**src/hw/pmsp_pkg.sv**
```systemverilog
// Package for the bus master/target interface: commands, offsets, resets
package pmsp_pkg;
  // Bus commands (C/BE during address phase)
  localparam logic [3:0] PMSP_CMD_IO_READ    = 4'h2;
  localparam logic [3:0] PMSP_CMD_IO_WRITE   = 4'h3;
  localparam logic [3:0] PMSP_CMD_MEM_READ   = 4'h6;
  localparam logic [3:0] PMSP_CMD_MEM_WRITE  = 4'h7;
  localparam logic [3:0] PMSP_CMD_CFG_READ   = 4'hA;
  localparam logic [3:0] PMSP_CMD_CFG_WRITE  = 4'hB;
  localparam logic [3:0] PMSP_CMD_MEM_RD_MUL = 4'hC;
  localparam logic [3:0] PMSP_CMD_MEM_RD_LN  = 4'hE;
  // I/O window offsets
  localparam logic [4:0] PMSP_OFF_PROM       = 5'h00;
  localparam logic [4:0] PMSP_OFF_RDP        = 5'h10;
  localparam logic [4:0] PMSP_OFF_IDX_WORD   = 5'h12;
  localparam logic [4:0] PMSP_OFF_IDX_DWORD  = 5'h14;
  localparam logic [4:0] PMSP_OFF_RST_WORD   = 5'h14;
  localparam logic [4:0] PMSP_OFF_BDP_WORD   = 5'h16;
  localparam logic [4:0] PMSP_OFF_RST_DWORD  = 5'h1C;
  localparam logic [4:0] PMSP_OFF_BDP_DWORD  = 5'h1C;
  localparam logic [4:0] PMSP_OFF_MODE_DWORD = 5'h10;
  // Config space offsets
  localparam logic [7:0] PMSP_CFG_ID         = 8'h00;
  localparam logic [7:0] PMSP_CFG_CMD        = 8'h04;
  localparam logic [7:0] PMSP_CFG_BAR0       = 8'h10;
  localparam logic [7:0] PMSP_CFG_INTR       = 8'h3C;
  // Reset values
  localparam logic [31:0] PMSP_RST_ZERO      = 32'h0000_0000;
  localparam logic [7:0]  PMSP_RST_INT_LINE  = 8'hFF;
  // Read line threshold in double words
  localparam int          PMSP_RD_LINE_MIN   = 3;
  // Index register file size
  localparam int          PMSP_NUM_REGS      = 32;
  localparam int          PMSP_IDX_W         = 5;
endpackage

```
**src/hw/pmsp_top.sv**
```systemverilog
// Top: bus pins, synchronisers, register core, master and target
// Operation
// - Master moves data with memory read, write, read line, read multiple.
// - Target answers configuration and I/O reads and writes.
// - Master drives address/data only after the arbiter grants.
// - Non-multiple reads of two double words or less use memory read, else read line.
// - Master handles completion, retry, disconnect and target abort.
// - Station address PROM decodes from I/O base plus zero.
// - Indirect register data port sits at I/O base plus 10h.
// - Index port at 12h in word mode, 14h in double-word mode.
// - Reset port at 14h in word mode, 1Ch in double-word mode.
// - Bus config data port at 16h word mode, 1Ch double-word mode.
`timescale 1ns/1ns
`default_nettype none
module pmsp_top
  import pmsp_pkg::*;
#(
  parameter logic [47:0] STATION_ADDR = 48'h0000_0000_0000 // Arbitrary
)(
  // Clock and reset
  input  wire logic        i_clock,
  input  wire logic        i_rst_n,
  // Bus pins
  input  wire logic [31:0] i_ad,
  input  wire logic [3:0]  i_cbe_n,
  input  wire logic        i_frame_n,
  input  wire logic        i_irdy_n,
  input  wire logic        i_trdy_n,
  input  wire logic        i_stop_n,
  input  wire logic        i_devsel_n,
  input  wire logic        i_idsel,
  input  wire logic        i_gnt_n,
  output logic [31:0]      o_ad,
  output logic             o_ad_oe,
  output logic [3:0]       o_cbe_n,
  output logic             o_cbe_oe,
  output logic             o_frame_n,
  output logic             o_irdy_n,
  output logic             o_trdy_n,
  output logic             o_devsel_n,
  output logic             o_ctl_oe,
  output logic             o_tctl_oe,
  output logic             o_req_n,
  // Data engine side
  input  wire logic        i_start,
  input  wire logic        i_write,
  input  wire logic        i_multiple,
  input  wire logic [31:0] i_addr,
  input  wire logic [7:0]  i_count,
  input  wire logic [31:0] i_wdata,
  output logic             o_busy,
  output logic             o_done,
  output logic             o_abort,
  output logic [31:0]      o_rdata,
  output logic             o_rvalid
);
  // Two-stage synchronisers on pin inputs
  logic [31:0] ad_s1, ad_s2;
  logic [3:0]  cbe_s1, cbe_s2;
  logic [6:0]  ctl_s1, ctl_s2;
  always_ff @(posedge i_clock) begin
    ad_s1  <= i_ad;
    ad_s2  <= ad_s1;
    cbe_s1 <= i_cbe_n;
    cbe_s2 <= cbe_s1;
    ctl_s1 <= {i_frame_n, i_irdy_n, i_trdy_n, i_stop_n, i_devsel_n,
               i_idsel, i_gnt_n};
    ctl_s2 <= ctl_s1;
  end
  wire s_frame_n  = ctl_s2[6];
  wire s_irdy_n   = ctl_s2[5];
  wire s_trdy_n   = ctl_s2[4];
  wire s_stop_n   = ctl_s2[3];
  wire s_devsel_n = ctl_s2[2];
  wire s_idsel    = ctl_s2[1];
  wire s_gnt_n    = ctl_s2[0];

  logic        reg_we, bcr_we, soft_rst, master_en;
  logic [PMSP_IDX_W-1:0] reg_idx;
  logic [15:0] reg_wdata;
  logic [31:0] t_ad, m_ad;
  logic        t_ad_oe, t_trdy_n, t_devsel_n, t_oe;
  logic [3:0]  m_cbe_n;
  logic        m_frame_n, m_irdy_n, m_oe, m_req_n;
  logic        m_busy, m_done, m_abort, m_rvalid;
  logic        m_wr_q;
  logic [31:0] m_rdata;

  // Indirect register files; soft reset clears them
  logic [15:0] csr_q [PMSP_NUM_REGS];
  logic [15:0] bcr_q [PMSP_NUM_REGS];
  always_ff @(posedge i_clock) begin
    for (int k = 0; k < PMSP_NUM_REGS; k++) begin
      if (!i_rst_n || soft_rst) begin
        csr_q[k] <= 16'h0000;
        bcr_q[k] <= 16'h0000;
      end else begin
        if (reg_we && reg_idx == PMSP_IDX_W'(k)) csr_q[k] <= reg_wdata;
        if (bcr_we && reg_idx == PMSP_IDX_W'(k)) bcr_q[k] <= reg_wdata;
      end
    end
  end

  pmsp_target u_target (
    .i_clock     (i_clock),
    .i_rst_n     (i_rst_n),
    .i_frame_n   (s_frame_n),
    .i_irdy_n    (s_irdy_n),
    .i_idsel     (s_idsel),
    .i_ad        (ad_s2),
    .i_cbe_n     (cbe_s2),
    .o_ad        (t_ad),
    .o_ad_oe     (t_ad_oe),
    .o_trdy_n    (t_trdy_n),
    .o_devsel_n  (t_devsel_n),
    .o_t_oe      (t_oe),
    .o_reg_we    (reg_we),
    .o_reg_idx   (reg_idx),
    .o_reg_wdata (reg_wdata),
    .i_reg_rdata (csr_q[reg_idx]),
    .i_bcr_rdata (bcr_q[reg_idx]),
    .o_bcr_we    (bcr_we),
    .o_soft_rst  (soft_rst),
    .o_master_en (master_en),
    .i_prom      (STATION_ADDR)
  );

  // Master jobs are held off until bus mastering is enabled in config
  pmsp_master u_master (
    .i_clock    (i_clock),
    .i_rst_n    (i_rst_n),
    .i_start    (i_start && master_en && !t_oe),
    .i_write    (i_write),
    .i_multiple (i_multiple),
    .i_addr     (i_addr),
    .i_count    (i_count),
    .i_wdata    (i_wdata),
    .o_busy     (m_busy),
    .o_done     (m_done),
    .o_abort    (m_abort),
    .o_rdata    (m_rdata),
    .o_rvalid   (m_rvalid),
    .i_gnt_n    (s_gnt_n),
    .i_trdy_n   (s_trdy_n),
    .i_stop_n   (s_stop_n),
    .i_devsel_n (s_devsel_n),
    .i_ad       (ad_s2),
    .o_req_n    (m_req_n),
    .o_ad       (m_ad),
    .o_cbe_n    (m_cbe_n),
    .o_frame_n  (m_frame_n),
    .o_irdy_n   (m_irdy_n),
    .o_oe       (m_oe)
  );

  // Master transfer direction, latched in its address phase
  always_ff @(posedge i_clock) begin
    if (!i_rst_n) begin
      m_wr_q <= 1'b0;
    end else if (m_oe && m_irdy_n) begin
      m_wr_q <= m_cbe_n[0];
    end
  end

  // Output registers; master and target never drive together
  always_ff @(posedge i_clock) begin
    if (!i_rst_n) begin
      o_ad <= PMSP_RST_ZERO; o_ad_oe <= 1'b0;
      o_cbe_n <= 4'hF; o_cbe_oe <= 1'b0;
      o_frame_n <= 1'b1; o_irdy_n <= 1'b1; o_ctl_oe <= 1'b0;
      o_trdy_n <= 1'b1; o_devsel_n <= 1'b1; o_tctl_oe <= 1'b0;
      o_req_n <= 1'b1;
    end else begin
      o_ad      <= m_oe ? m_ad : t_ad;
      // A read hands the data lines to the target after the address
      o_ad_oe   <= (m_oe && (m_irdy_n || m_wr_q)) || t_ad_oe;
      o_cbe_n   <= m_cbe_n;
      o_cbe_oe  <= m_oe;
      o_frame_n <= m_frame_n;
      o_irdy_n  <= m_irdy_n;
      o_ctl_oe  <= m_oe;
      o_trdy_n  <= t_trdy_n;
      o_devsel_n <= t_devsel_n;
      o_tctl_oe <= t_oe;
      o_req_n   <= m_req_n;
    end
  end

  always_ff @(posedge i_clock) begin
    if (!i_rst_n) begin
      o_busy <= 1'b0; o_done <= 1'b0; o_abort <= 1'b0;
      o_rdata <= PMSP_RST_ZERO; o_rvalid <= 1'b0;
    end else begin
      o_busy <= m_busy; o_done <= m_done; o_abort <= m_abort;
      o_rdata <= m_rdata; o_rvalid <= m_rvalid;
    end
  end

  AST_SOFT_RESET_CLEARS: assert property (@(posedge i_clock)
    disable iff (!i_rst_n) soft_rst |=> csr_q[reg_idx] == 16'h0000 &&
    bcr_q[reg_idx] == 16'h0000)
    else $error("soft reset left register set");
  AST_NO_DUAL_DRIVE: assert property (@(posedge i_clock)
    disable iff (!i_rst_n) !(m_oe && t_ad_oe))
    else $error("master and target both drive");
  AST_READ_TURNAROUND: assert property (@(posedge i_clock)
    disable iff (!i_rst_n) m_oe && !m_irdy_n && !m_wr_q && !t_ad_oe
    |=> !o_ad_oe)
    else $error("master drove data lines during a read");
endmodule
`default_nettype wire

```
**src/hw/pmsp_target.sv**
```systemverilog
// Bus target: config and I/O cycles, I/O window decode
`timescale 1ns/1ns
`default_nettype none
module pmsp_target
  import pmsp_pkg::*;
(
  // Clock and reset
  input  wire logic        i_clock,
  input  wire logic        i_rst_n,
  // Synchronised bus
  input  wire logic        i_frame_n,
  input  wire logic        i_irdy_n,
  input  wire logic        i_idsel,
  input  wire logic [31:0] i_ad,
  input  wire logic [3:0]  i_cbe_n,
  // Target outputs
  output logic [31:0]      o_ad,
  output logic             o_ad_oe,
  output logic             o_trdy_n,
  output logic             o_devsel_n,
  output logic             o_t_oe,
  // Register access to core
  output logic             o_reg_we,
  output logic [PMSP_IDX_W-1:0] o_reg_idx,
  output logic [15:0]      o_reg_wdata,
  input  wire logic [15:0] i_reg_rdata,
  input  wire logic [15:0] i_bcr_rdata,
  output logic             o_bcr_we,
  output logic             o_soft_rst,
  output logic             o_master_en,
  input  wire logic [47:0] i_prom
);
  typedef enum logic [2:0] {
    PMSP_T_IDLE = 3'b001,
    PMSP_T_DATA = 3'b010,
    PMSP_T_DONE = 3'b100
  } pmsp_tstate_t;

  pmsp_tstate_t st_q;
  logic         wr_q;
  logic         cfg_q;
  logic [7:0]   addr_q;
  logic [31:0]  bar_q;
  logic [7:0]   int_line_q;
  logic [2:0]   cmd_q;
  logic         dword_q;
  logic [PMSP_IDX_W-1:0] idx_q;

  wire io_hit = (i_ad[31:5] == bar_q[31:5]) && cmd_q[0];
  wire is_io  = i_cbe_n == PMSP_CMD_IO_READ || i_cbe_n == PMSP_CMD_IO_WRITE;
  wire is_cfg = (i_cbe_n == PMSP_CMD_CFG_READ ||
                 i_cbe_n == PMSP_CMD_CFG_WRITE) && i_idsel;
  wire [4:0] off = addr_q[4:0];

  function automatic logic [15:0] prom_half(input logic [4:0] a);
    unique case (a[2:1])
      2'd0:    prom_half = i_prom[15:0];
      2'd1:    prom_half = i_prom[31:16];
      2'd2:    prom_half = i_prom[47:32];
      default: prom_half = 16'h0000;
    endcase
  endfunction

  // Decode depends on the I/O mode
  function automatic logic [31:0] io_read(input logic [4:0] a,
                                          input logic d);
    io_read = 32'h0000_0000;
    if (a < PMSP_OFF_RDP) begin
      io_read = {16'h0000, prom_half(a)};
    end else if (a == PMSP_OFF_RDP) begin
      io_read = {16'h0000, i_reg_rdata};
    end else if (!d && a == PMSP_OFF_IDX_WORD) begin
      io_read = {{(32-PMSP_IDX_W){1'b0}}, idx_q};
    end else if (d && a == PMSP_OFF_IDX_DWORD) begin
      io_read = {{(32-PMSP_IDX_W){1'b0}}, idx_q};
    end else if (!d && a == PMSP_OFF_BDP_WORD) begin
      io_read = {16'h0000, i_bcr_rdata};
    end else if (d && a == PMSP_OFF_BDP_DWORD) begin
      io_read = {16'h0000, i_bcr_rdata};
    end
  endfunction

  always_ff @(posedge i_clock) begin
    o_reg_we   <= 1'b0;
    o_bcr_we   <= 1'b0;
    o_soft_rst <= 1'b0;
    if (!i_rst_n) begin
      st_q <= PMSP_T_IDLE;
      wr_q <= 1'b0; cfg_q <= 1'b0; addr_q <= 8'h00;
      o_ad <= PMSP_RST_ZERO; o_ad_oe <= 1'b0;
      o_trdy_n <= 1'b1; o_devsel_n <= 1'b1; o_t_oe <= 1'b0;
    end else begin
      unique case (st_q)
        PMSP_T_IDLE: begin
          if (!i_frame_n && ((is_io && io_hit) || is_cfg)) begin
            st_q       <= PMSP_T_DATA;
            wr_q       <= i_cbe_n[0];
            cfg_q      <= is_cfg;
            addr_q     <= i_ad[7:0];
            o_devsel_n <= 1'b0;
            o_t_oe     <= 1'b1;
          end
        end
        PMSP_T_DATA: begin
          o_trdy_n <= 1'b0;
          o_ad_oe  <= !wr_q;
          if (cfg_q) begin
            unique case (addr_q & 8'hFC)
              PMSP_CFG_CMD:  o_ad <= {29'h0, cmd_q};
              PMSP_CFG_BAR0: o_ad <= {bar_q[31:5], 5'h01};
              PMSP_CFG_INTR: o_ad <= {24'h000001, int_line_q};
              default:       o_ad <= PMSP_RST_ZERO;
            endcase
          end else begin
            o_ad <= io_read(off, dword_q);
          end
          st_q <= PMSP_T_DONE;
        end
        PMSP_T_DONE: begin
          if (!i_irdy_n) begin
            st_q <= PMSP_T_IDLE;
            o_trdy_n <= 1'b1; o_devsel_n <= 1'b1;
            o_ad_oe <= 1'b0; o_t_oe <= 1'b0;
            if (!cfg_q && !wr_q && ((!dword_q && off == PMSP_OFF_RST_WORD)
                || (dword_q && off == PMSP_OFF_RST_DWORD))) begin
              o_soft_rst <= 1'b1;
            end
            if (!cfg_q && wr_q && off == PMSP_OFF_RDP) begin
              o_reg_we <= 1'b1;
            end
            if (!cfg_q && wr_q && ((!dword_q && off == PMSP_OFF_BDP_WORD)
                || (dword_q && off == PMSP_OFF_BDP_DWORD))) begin
              o_bcr_we <= 1'b1;
            end
          end
        end
        default: st_q <= PMSP_T_IDLE;
      endcase
    end
  end

  // Config and index state; the BAR is assigned by host firmware
  always_ff @(posedge i_clock) begin
    if (!i_rst_n) begin
      bar_q <= PMSP_RST_ZERO; int_line_q <= PMSP_RST_INT_LINE;
      cmd_q <= 3'b000; dword_q <= 1'b0; idx_q <= '0;
      o_reg_wdata <= 16'h0000;
    end else if (st_q == PMSP_T_DONE && !i_irdy_n && wr_q) begin
      o_reg_wdata <= i_ad[15:0];
      if (cfg_q) begin
        if ((addr_q & 8'hFC) == PMSP_CFG_CMD)  cmd_q <= i_ad[2:0];
        if ((addr_q & 8'hFC) == PMSP_CFG_BAR0) bar_q <= {i_ad[31:5], 5'h00};
        if ((addr_q & 8'hFC) == PMSP_CFG_INTR) int_line_q <= i_ad[7:0];
      end else begin
        // A 32-bit write to the data port selects double-word mode
        if (off == PMSP_OFF_MODE_DWORD && i_cbe_n == 4'h0) dword_q <= 1'b1;
        if ((!dword_q && off == PMSP_OFF_IDX_WORD) ||
            (dword_q && off == PMSP_OFF_IDX_DWORD)) begin
          idx_q <= i_ad[PMSP_IDX_W-1:0];
        end
      end
    end
  end

  assign o_reg_idx   = idx_q;
  assign o_master_en = cmd_q[2];
endmodule
`default_nettype wire

```
**src/hw/pmsp_master.sv**
```systemverilog
// Bus master engine: request, command choice, termination handling
`timescale 1ns/1ns
`default_nettype none
module pmsp_master
  import pmsp_pkg::*;
(
  // Clock and reset
  input  wire logic        i_clock,
  input  wire logic        i_rst_n,
  // Job request
  input  wire logic        i_start,
  input  wire logic        i_write,
  input  wire logic        i_multiple,
  input  wire logic [31:0] i_addr,
  input  wire logic [7:0]  i_count,
  input  wire logic [31:0] i_wdata,
  output logic             o_busy,
  output logic             o_done,
  output logic             o_abort,
  output logic [31:0]      o_rdata,
  output logic             o_rvalid,
  // Synchronised bus
  input  wire logic        i_gnt_n,
  input  wire logic        i_trdy_n,
  input  wire logic        i_stop_n,
  input  wire logic        i_devsel_n,
  input  wire logic [31:0] i_ad,
  // Master outputs
  output logic             o_req_n,
  output logic [31:0]      o_ad,
  output logic [3:0]       o_cbe_n,
  output logic             o_frame_n,
  output logic             o_irdy_n,
  output logic             o_oe
);
  typedef enum logic [3:0] {
    PMSP_M_IDLE = 4'b0001,
    PMSP_M_REQ  = 4'b0010,
    PMSP_M_ADDR = 4'b0100,
    PMSP_M_DATA = 4'b1000
  } pmsp_mstate_t;

  pmsp_mstate_t st_q;
  logic [31:0]  addr_q;
  logic [7:0]   left_q;
  logic         wr_q;
  logic         mul_q;

  // Read command by length
  function automatic logic [3:0] pick_cmd(input logic w, input logic m,
                                          input logic [7:0] n);
    if (w)                         pick_cmd = PMSP_CMD_MEM_WRITE;
    else if (m)                    pick_cmd = PMSP_CMD_MEM_RD_MUL;
    else if (n >= 8'(PMSP_RD_LINE_MIN)) pick_cmd = PMSP_CMD_MEM_RD_LN;
    else                           pick_cmd = PMSP_CMD_MEM_READ;
  endfunction

  always_ff @(posedge i_clock) begin
    o_done <= 1'b0; o_abort <= 1'b0; o_rvalid <= 1'b0;
    if (!i_rst_n) begin
      st_q <= PMSP_M_IDLE; addr_q <= PMSP_RST_ZERO; left_q <= 8'h00;
      wr_q <= 1'b0; mul_q <= 1'b0; o_busy <= 1'b0; o_rdata <= PMSP_RST_ZERO;
      o_req_n <= 1'b1; o_ad <= PMSP_RST_ZERO; o_cbe_n <= 4'hF;
      o_frame_n <= 1'b1; o_irdy_n <= 1'b1; o_oe <= 1'b0;
    end else begin
      unique case (st_q)
        PMSP_M_IDLE: if (i_start && i_count != 8'h00) begin
          st_q <= PMSP_M_REQ; addr_q <= i_addr; left_q <= i_count;
          wr_q <= i_write; mul_q <= i_multiple;
          o_busy <= 1'b1; o_req_n <= 1'b0;
        end
        PMSP_M_REQ: if (!i_gnt_n) begin
          st_q <= PMSP_M_ADDR; o_oe <= 1'b1; o_frame_n <= 1'b0;
          o_ad <= addr_q; o_cbe_n <= pick_cmd(wr_q, mul_q, left_q);
        end
        PMSP_M_ADDR: begin
          st_q <= PMSP_M_DATA; o_irdy_n <= 1'b0; o_cbe_n <= 4'h0;
          o_ad <= i_wdata;
          if (left_q == 8'h01) o_frame_n <= 1'b1;
        end
        PMSP_M_DATA: begin
          // Termination kinds: complete, retry, disconnect, abort
          if (!i_trdy_n) begin
            if (!wr_q) begin
              o_rdata <= i_ad; o_rvalid <= 1'b1;
            end
            addr_q <= addr_q + 32'h4; left_q <= left_q - 8'h01;
          end
          if (!i_stop_n && i_devsel_n) begin
            st_q <= PMSP_M_IDLE; o_abort <= 1'b1; o_busy <= 1'b0;
            o_req_n <= 1'b1;
          end else if ((!i_trdy_n && left_q == 8'h01) || !i_stop_n) begin
            if (!i_trdy_n && left_q == 8'h01) begin
              st_q <= PMSP_M_IDLE; o_done <= 1'b1; o_busy <= 1'b0;
              o_req_n <= 1'b1;
            end else begin
              // Retry or disconnect: re-arbitrate for the remainder
              st_q <= PMSP_M_REQ; o_req_n <= 1'b0;
            end
          end else if (!i_trdy_n) begin
            o_ad <= i_wdata;
            if (left_q == 8'h02) o_frame_n <= 1'b1;
            st_q <= PMSP_M_DATA;
          end
          if (!i_stop_n || (!i_trdy_n && left_q == 8'h01)) begin
            o_frame_n <= 1'b1; o_irdy_n <= 1'b1; o_oe <= 1'b0;
            o_cbe_n <= 4'hF;
          end
        end
        default: st_q <= PMSP_M_IDLE;
      endcase
    end
  end

  AST_OWN_ONLY_GRANTED: assert property (@(posedge i_clock)
    disable iff (!i_rst_n) $rose(o_oe) |-> $past(!i_gnt_n))
    else $error("master drove bus without grant");
  AST_SHORT_READ_CMD: assert property (@(posedge i_clock)
    disable iff (!i_rst_n) (st_q == PMSP_M_REQ && !i_gnt_n && !wr_q &&
    !mul_q && left_q <= 8'h02) |=> o_cbe_n == PMSP_CMD_MEM_READ)
    else $error("short read used wrong command");
  AST_LONG_READ_CMD: assert property (@(posedge i_clock)
    disable iff (!i_rst_n) (st_q == PMSP_M_REQ && !i_gnt_n && !wr_q &&
    !mul_q && left_q > 8'h02) |=> o_cbe_n == PMSP_CMD_MEM_RD_LN)
    else $error("long read used wrong command");
  AST_WRITE_CMD: assert property (@(posedge i_clock)
    disable iff (!i_rst_n) (st_q == PMSP_M_REQ && !i_gnt_n && wr_q)
    |=> o_cbe_n == PMSP_CMD_MEM_WRITE)
    else $error("write used wrong command");
  AST_ABORT_ENDS: assert property (@(posedge i_clock)
    disable iff (!i_rst_n) (st_q == PMSP_M_DATA && !i_stop_n && i_devsel_n)
    |=> o_abort && !o_busy && o_frame_n && !o_oe)
    else $error("target abort not handled");
  AST_RETRY_REARB: assert property (@(posedge i_clock)
    disable iff (!i_rst_n) (st_q == PMSP_M_DATA && !i_stop_n && !i_devsel_n
    && !(!i_trdy_n && left_q == 8'h01)) |=> st_q == PMSP_M_REQ && !o_req_n
    && o_busy)
    else $error("retry or disconnect not re-arbitrated");
endmodule
`default_nettype wire

```
**config.mk**
```make
export PLATFORM = sky130hd
export DESIGN_NAME = pmsp_top
export DESIGN_NICKNAME = d
export VERILOG_FILES = /design/src/hw/pmsp_pkg.sv /design/src/hw/pmsp_top.sv /design/src/hw/pmsp_target.sv /design/src/hw/pmsp_master.sv
export SDC_FILE = /design/constraint.sdc
export NUM_CORES = 2
export LEC_CHECK = 0
export ABC_AREA = 1
export BUFFER_PORTS_ARGS = -buffer_cell sky130_fd_sc_hd__buf_2
export CORE_MARGIN = 2
export CORE_UTILIZATION = 35
export CTS_CLUSTER_DIAMETER = 60
export DETAILED_ROUTE_END_ITERATION = 8
export PLACE_DENSITY = 0.53
export RECOVER_POWER = 25
export SYNTH_ARGS = -nofsm -noshare
export SYNTH_HDL_FRONTEND = slang
export SYNTH_SLANG_ARGS = --single-unit
```
**constraint.sdc**
```tcl
create_clock -name i_clock -period 2.48 [get_ports i_clock]
set_input_delay 0.496 -clock i_clock [delete_from_list [all_inputs] [get_ports i_clock]]
set_output_delay 0.496 -clock i_clock [all_outputs]
set_load 0.1 [all_outputs]
```
==> results_dict.tcl <==
set metrics [dict create \
    dp_slack_ps 12.6 \
    clockBufferDepth 3 \
    dr.pass1.iters 6 \
    dieArea_um2 182000 \
    yosysMostFrequentCell "nand2_1" \
    period_needed_ps 2390 \
    hp-start "i_addr[31]" \
    power_leakage_nw 27.3 \
    worstReg2RegStart "u_target.o_reg_idx[0]" \
    die_w_um 426 \
    place_congestion 0.882 \
    area_growth_pct 17.4 \
    cts_root_buf "clkbuf_16" \
    crit_slowest_cell "nor2_1" \
    antenna_found_initial 3 \
    arrival_ps 2860 \
    cp_top_family "simple AND/OR/NAND/NOR gates" \
    multi_input_area_um2 20000 \
    netlist_area_um2 62400 \
    cp_num_buf_inv 3 \
    grt_max_degree 94 \
    critical_path.startpoint_type "flip-flop" \
    grt_pass1_vias 46813 \
    cts_buffers 157 \
    place_hpwl_mm 132 \
    synth_edf_count 1024 \
    worst_slew_pin_slew_ps 1130 \
    htreeDepth 4 \
    synth_nets 6921 \
    setup_slack_ps 87.9 \
    synth_top_cells_by_count "1,626 x nand2_1, 1,270 x nor2_1, 1,024 x edfxtp_1" \
    pin_count 201 \
    async_reset_ff_frac 0 \
    power_mw 52.3 \
    routed_wl_mm 210 \
    syn_inst 6796 \
    seq_area_frac_synth 0.623 \
    hold_viol 0 \
    max_stage_delay_ps 620 \
    ys.warnings.count 0 \
    cts_tree "done" \
    core_area_um2 178000 \
    drv_slew 0 \
    netlist.area_leader.share 0.493 \
    synth_top_area_cell "edfxtp_1" \
    skew_ps 30.2 \
    critical_path_class "flip-flop to flip-flop" \
    endpoint_kind "flip-flop" \
    critPathMaxFanout 16 \
    grt_pass1_wl_mm 307 \
    gr-total-overflow 0 \
    viasPerCell 5.24 \
    fin_util 0.412 \
    vias 49752 \
    powerDensity_nw_per_um2 713 \
    nNetsFinal 7123 \
    fmax_mhz 418 \
    clock-sinks 1430 \
    cap_violations 0 \
    detail-route-antenna-nets 0 \
    ys.flop_type "edfxtp_1" \
    cp-startpoint "u_target.o_reg_idx[0]" \
    rsz0062_at_grt "false" \
    die_h_um 426 \
    drive_gt1_frac 0.120 \
    port_buffers 200 \
    post_drt_wl_per_cell_um 22.2 \
    clk_latency_ps 810 \
    setup_viol 0 \
    drt_iter0_markers 4898 \
    initial_core_util 0.351 \
    syn-mean-instance-area_um2 9.19 \
    holdWs_ps 69.9 \
    vdd_drop_max_uv 728 \
    ys_seq_elements 1430 \
    grt_util_all_layers 0.225 \
    remaining_drc_errors 0 \
    status "finished, final reports clean" \
    synth_cell_types 45 \
    path_clk_slew_ps 60 \
    fp-row-count 155 \
    nFillCells 17476 \
    hp-class "input pin to flip-flop" \
    cp.required_ps 2950 \
    cp_cell_sequence "inv_1 > or2_4 > nor2_1 > buf_12 > nand3_1 > nand2_1 > buf_4" \
    slew_headroom 0.243 \
    synthTopCellsByArea "edfxtp_1 49%, dfxtp_1 13%, nand2_1 9.8%" \
    regArea_um2 38900 \
    fin_crit_sh 0.965 \
]
[tightest hold or removal path, cell delays in order]
cell,delay (ps)
buf_2,100
o211ai_1,100
a21oi_1,120
[flip-flops by register name, indices dropped and copies added, names as in the netlist, 5 cells and up, named ones only]
register	flops
o_rdata	32
u_target.addr_q	8
u_master.o_ad	32
o_ad	32
ctl_s1	7
u_target.o_reg_wdata	16
u_target.int_line_q	8
u_master.o_rdata	32
csr_q	512
ad_s2	32
u_target.o_ad	32
bcr_q	512
u_target.bar_q	27
u_master.addr_q	32
u_target.o_reg_idx	5
ad_s1	32
ctl_s2	7
u_master.left_q	8
[what timing repair did]
item                                   CTS  global route
buffers inserted                         0             9
gates resized for setup                  0            12
endpoints found under the hold margin   69             0
setup endpoints to repair                0             9
hold buffers                            69             0
[cell type report]
type / instances / area share
diodes: 2 / 0.0000683
flip-flops and latches: 1430 / 0.531
multi-input cells: 4529 / 0.274
clock buffers: 211 / 0.0606
well taps: 2355 / 0.0402
inverters: 300 / 0.0161
repair inverters: 2 / 0.000307
repair buffers: 578 / 0.0675
clock inverters: 79 / 0.0109
[path summary, 6_finish.rpt]
check / endpoint / slack [ps] / cells past startpoint
worst min-delay path: u_master.addr_q[31] / 70 / 3
worst min register to register: ctl_s2[5] / 320 / 0
worst max-delay path: bcr_q[5][2] / 90 / 7
worst max register to register: bcr_q[5][2] / 90 / 7
[cell families (layout without fill, tap and decap cells)]
| logic type | Yosys count | count (layout) | share of synthesized area |
|---|---|---|---|
| other | 0 | 2 | 0 |
| and+or+nand+nor | 3997 | 3997 | 0.272 |
| AOI/OAI and AO/OA | 505 | 505 | 0.0457 |
| adders and majority gates | 5 | 5 | 0.00100 |
| buffers and inverters | 837 | 1170 | 0.0555 |
| DFF | 1430 | 1430 | 0.623 |
| xor gates and xnor gates | 22 | 22 | 0.00309 |
[per-stage QoR]
step / TNS [ps] / instances / area [um^2]
global route: 0 / 9484 / 73300
global placement: -38.1 / 9110 / 67400
finish: 0 / 9486 / 73300
CTS: 0 / 9469 / 73300
floorplan: 0 / 6796 / 62400
detailed placement: 0 / 9110 / 67400
[per-layer routing]
metal | wire, um | vias up | track usage
met5 | 17 | - | 0
met4 | 7290 | 2 | 0.0778
met3 | 15500 | 349 | 0.0350
met2 | 97300 | 1956 | 0.354
met1 | 90300 | 24366 | 0.315
li1 | - | 23079 | -
[where the power goes]
group          switching [mW]  internal (mW)
Sequential              0.279           26.4
Combinational            1.10          0.514
Clock                    9.87           14.1
Total                    11.2           41.0
[cell usage in the layout, fill, tap and decap left out, types with 45 or more instances in the layout]
master         Yosys  routed
a21oi_1          191     191
nand2_1         1626    1627
edfxtp_1        1024    1024
dfxtp_1          406     400
clkbuf_1         300      54
buf_12             0      72
dlygate4sd3_1      0      69
nand4_2           50      45
nand3_1          934     932
clkbuf_16          0     170
nor2_1          1270    1272
o21ai_0          185     185
inv_1            277     263
buf_2            148     192
nand4_1           40      45
buf_4             34     176
Note: power is estimated with default switching activity, not from simulation.
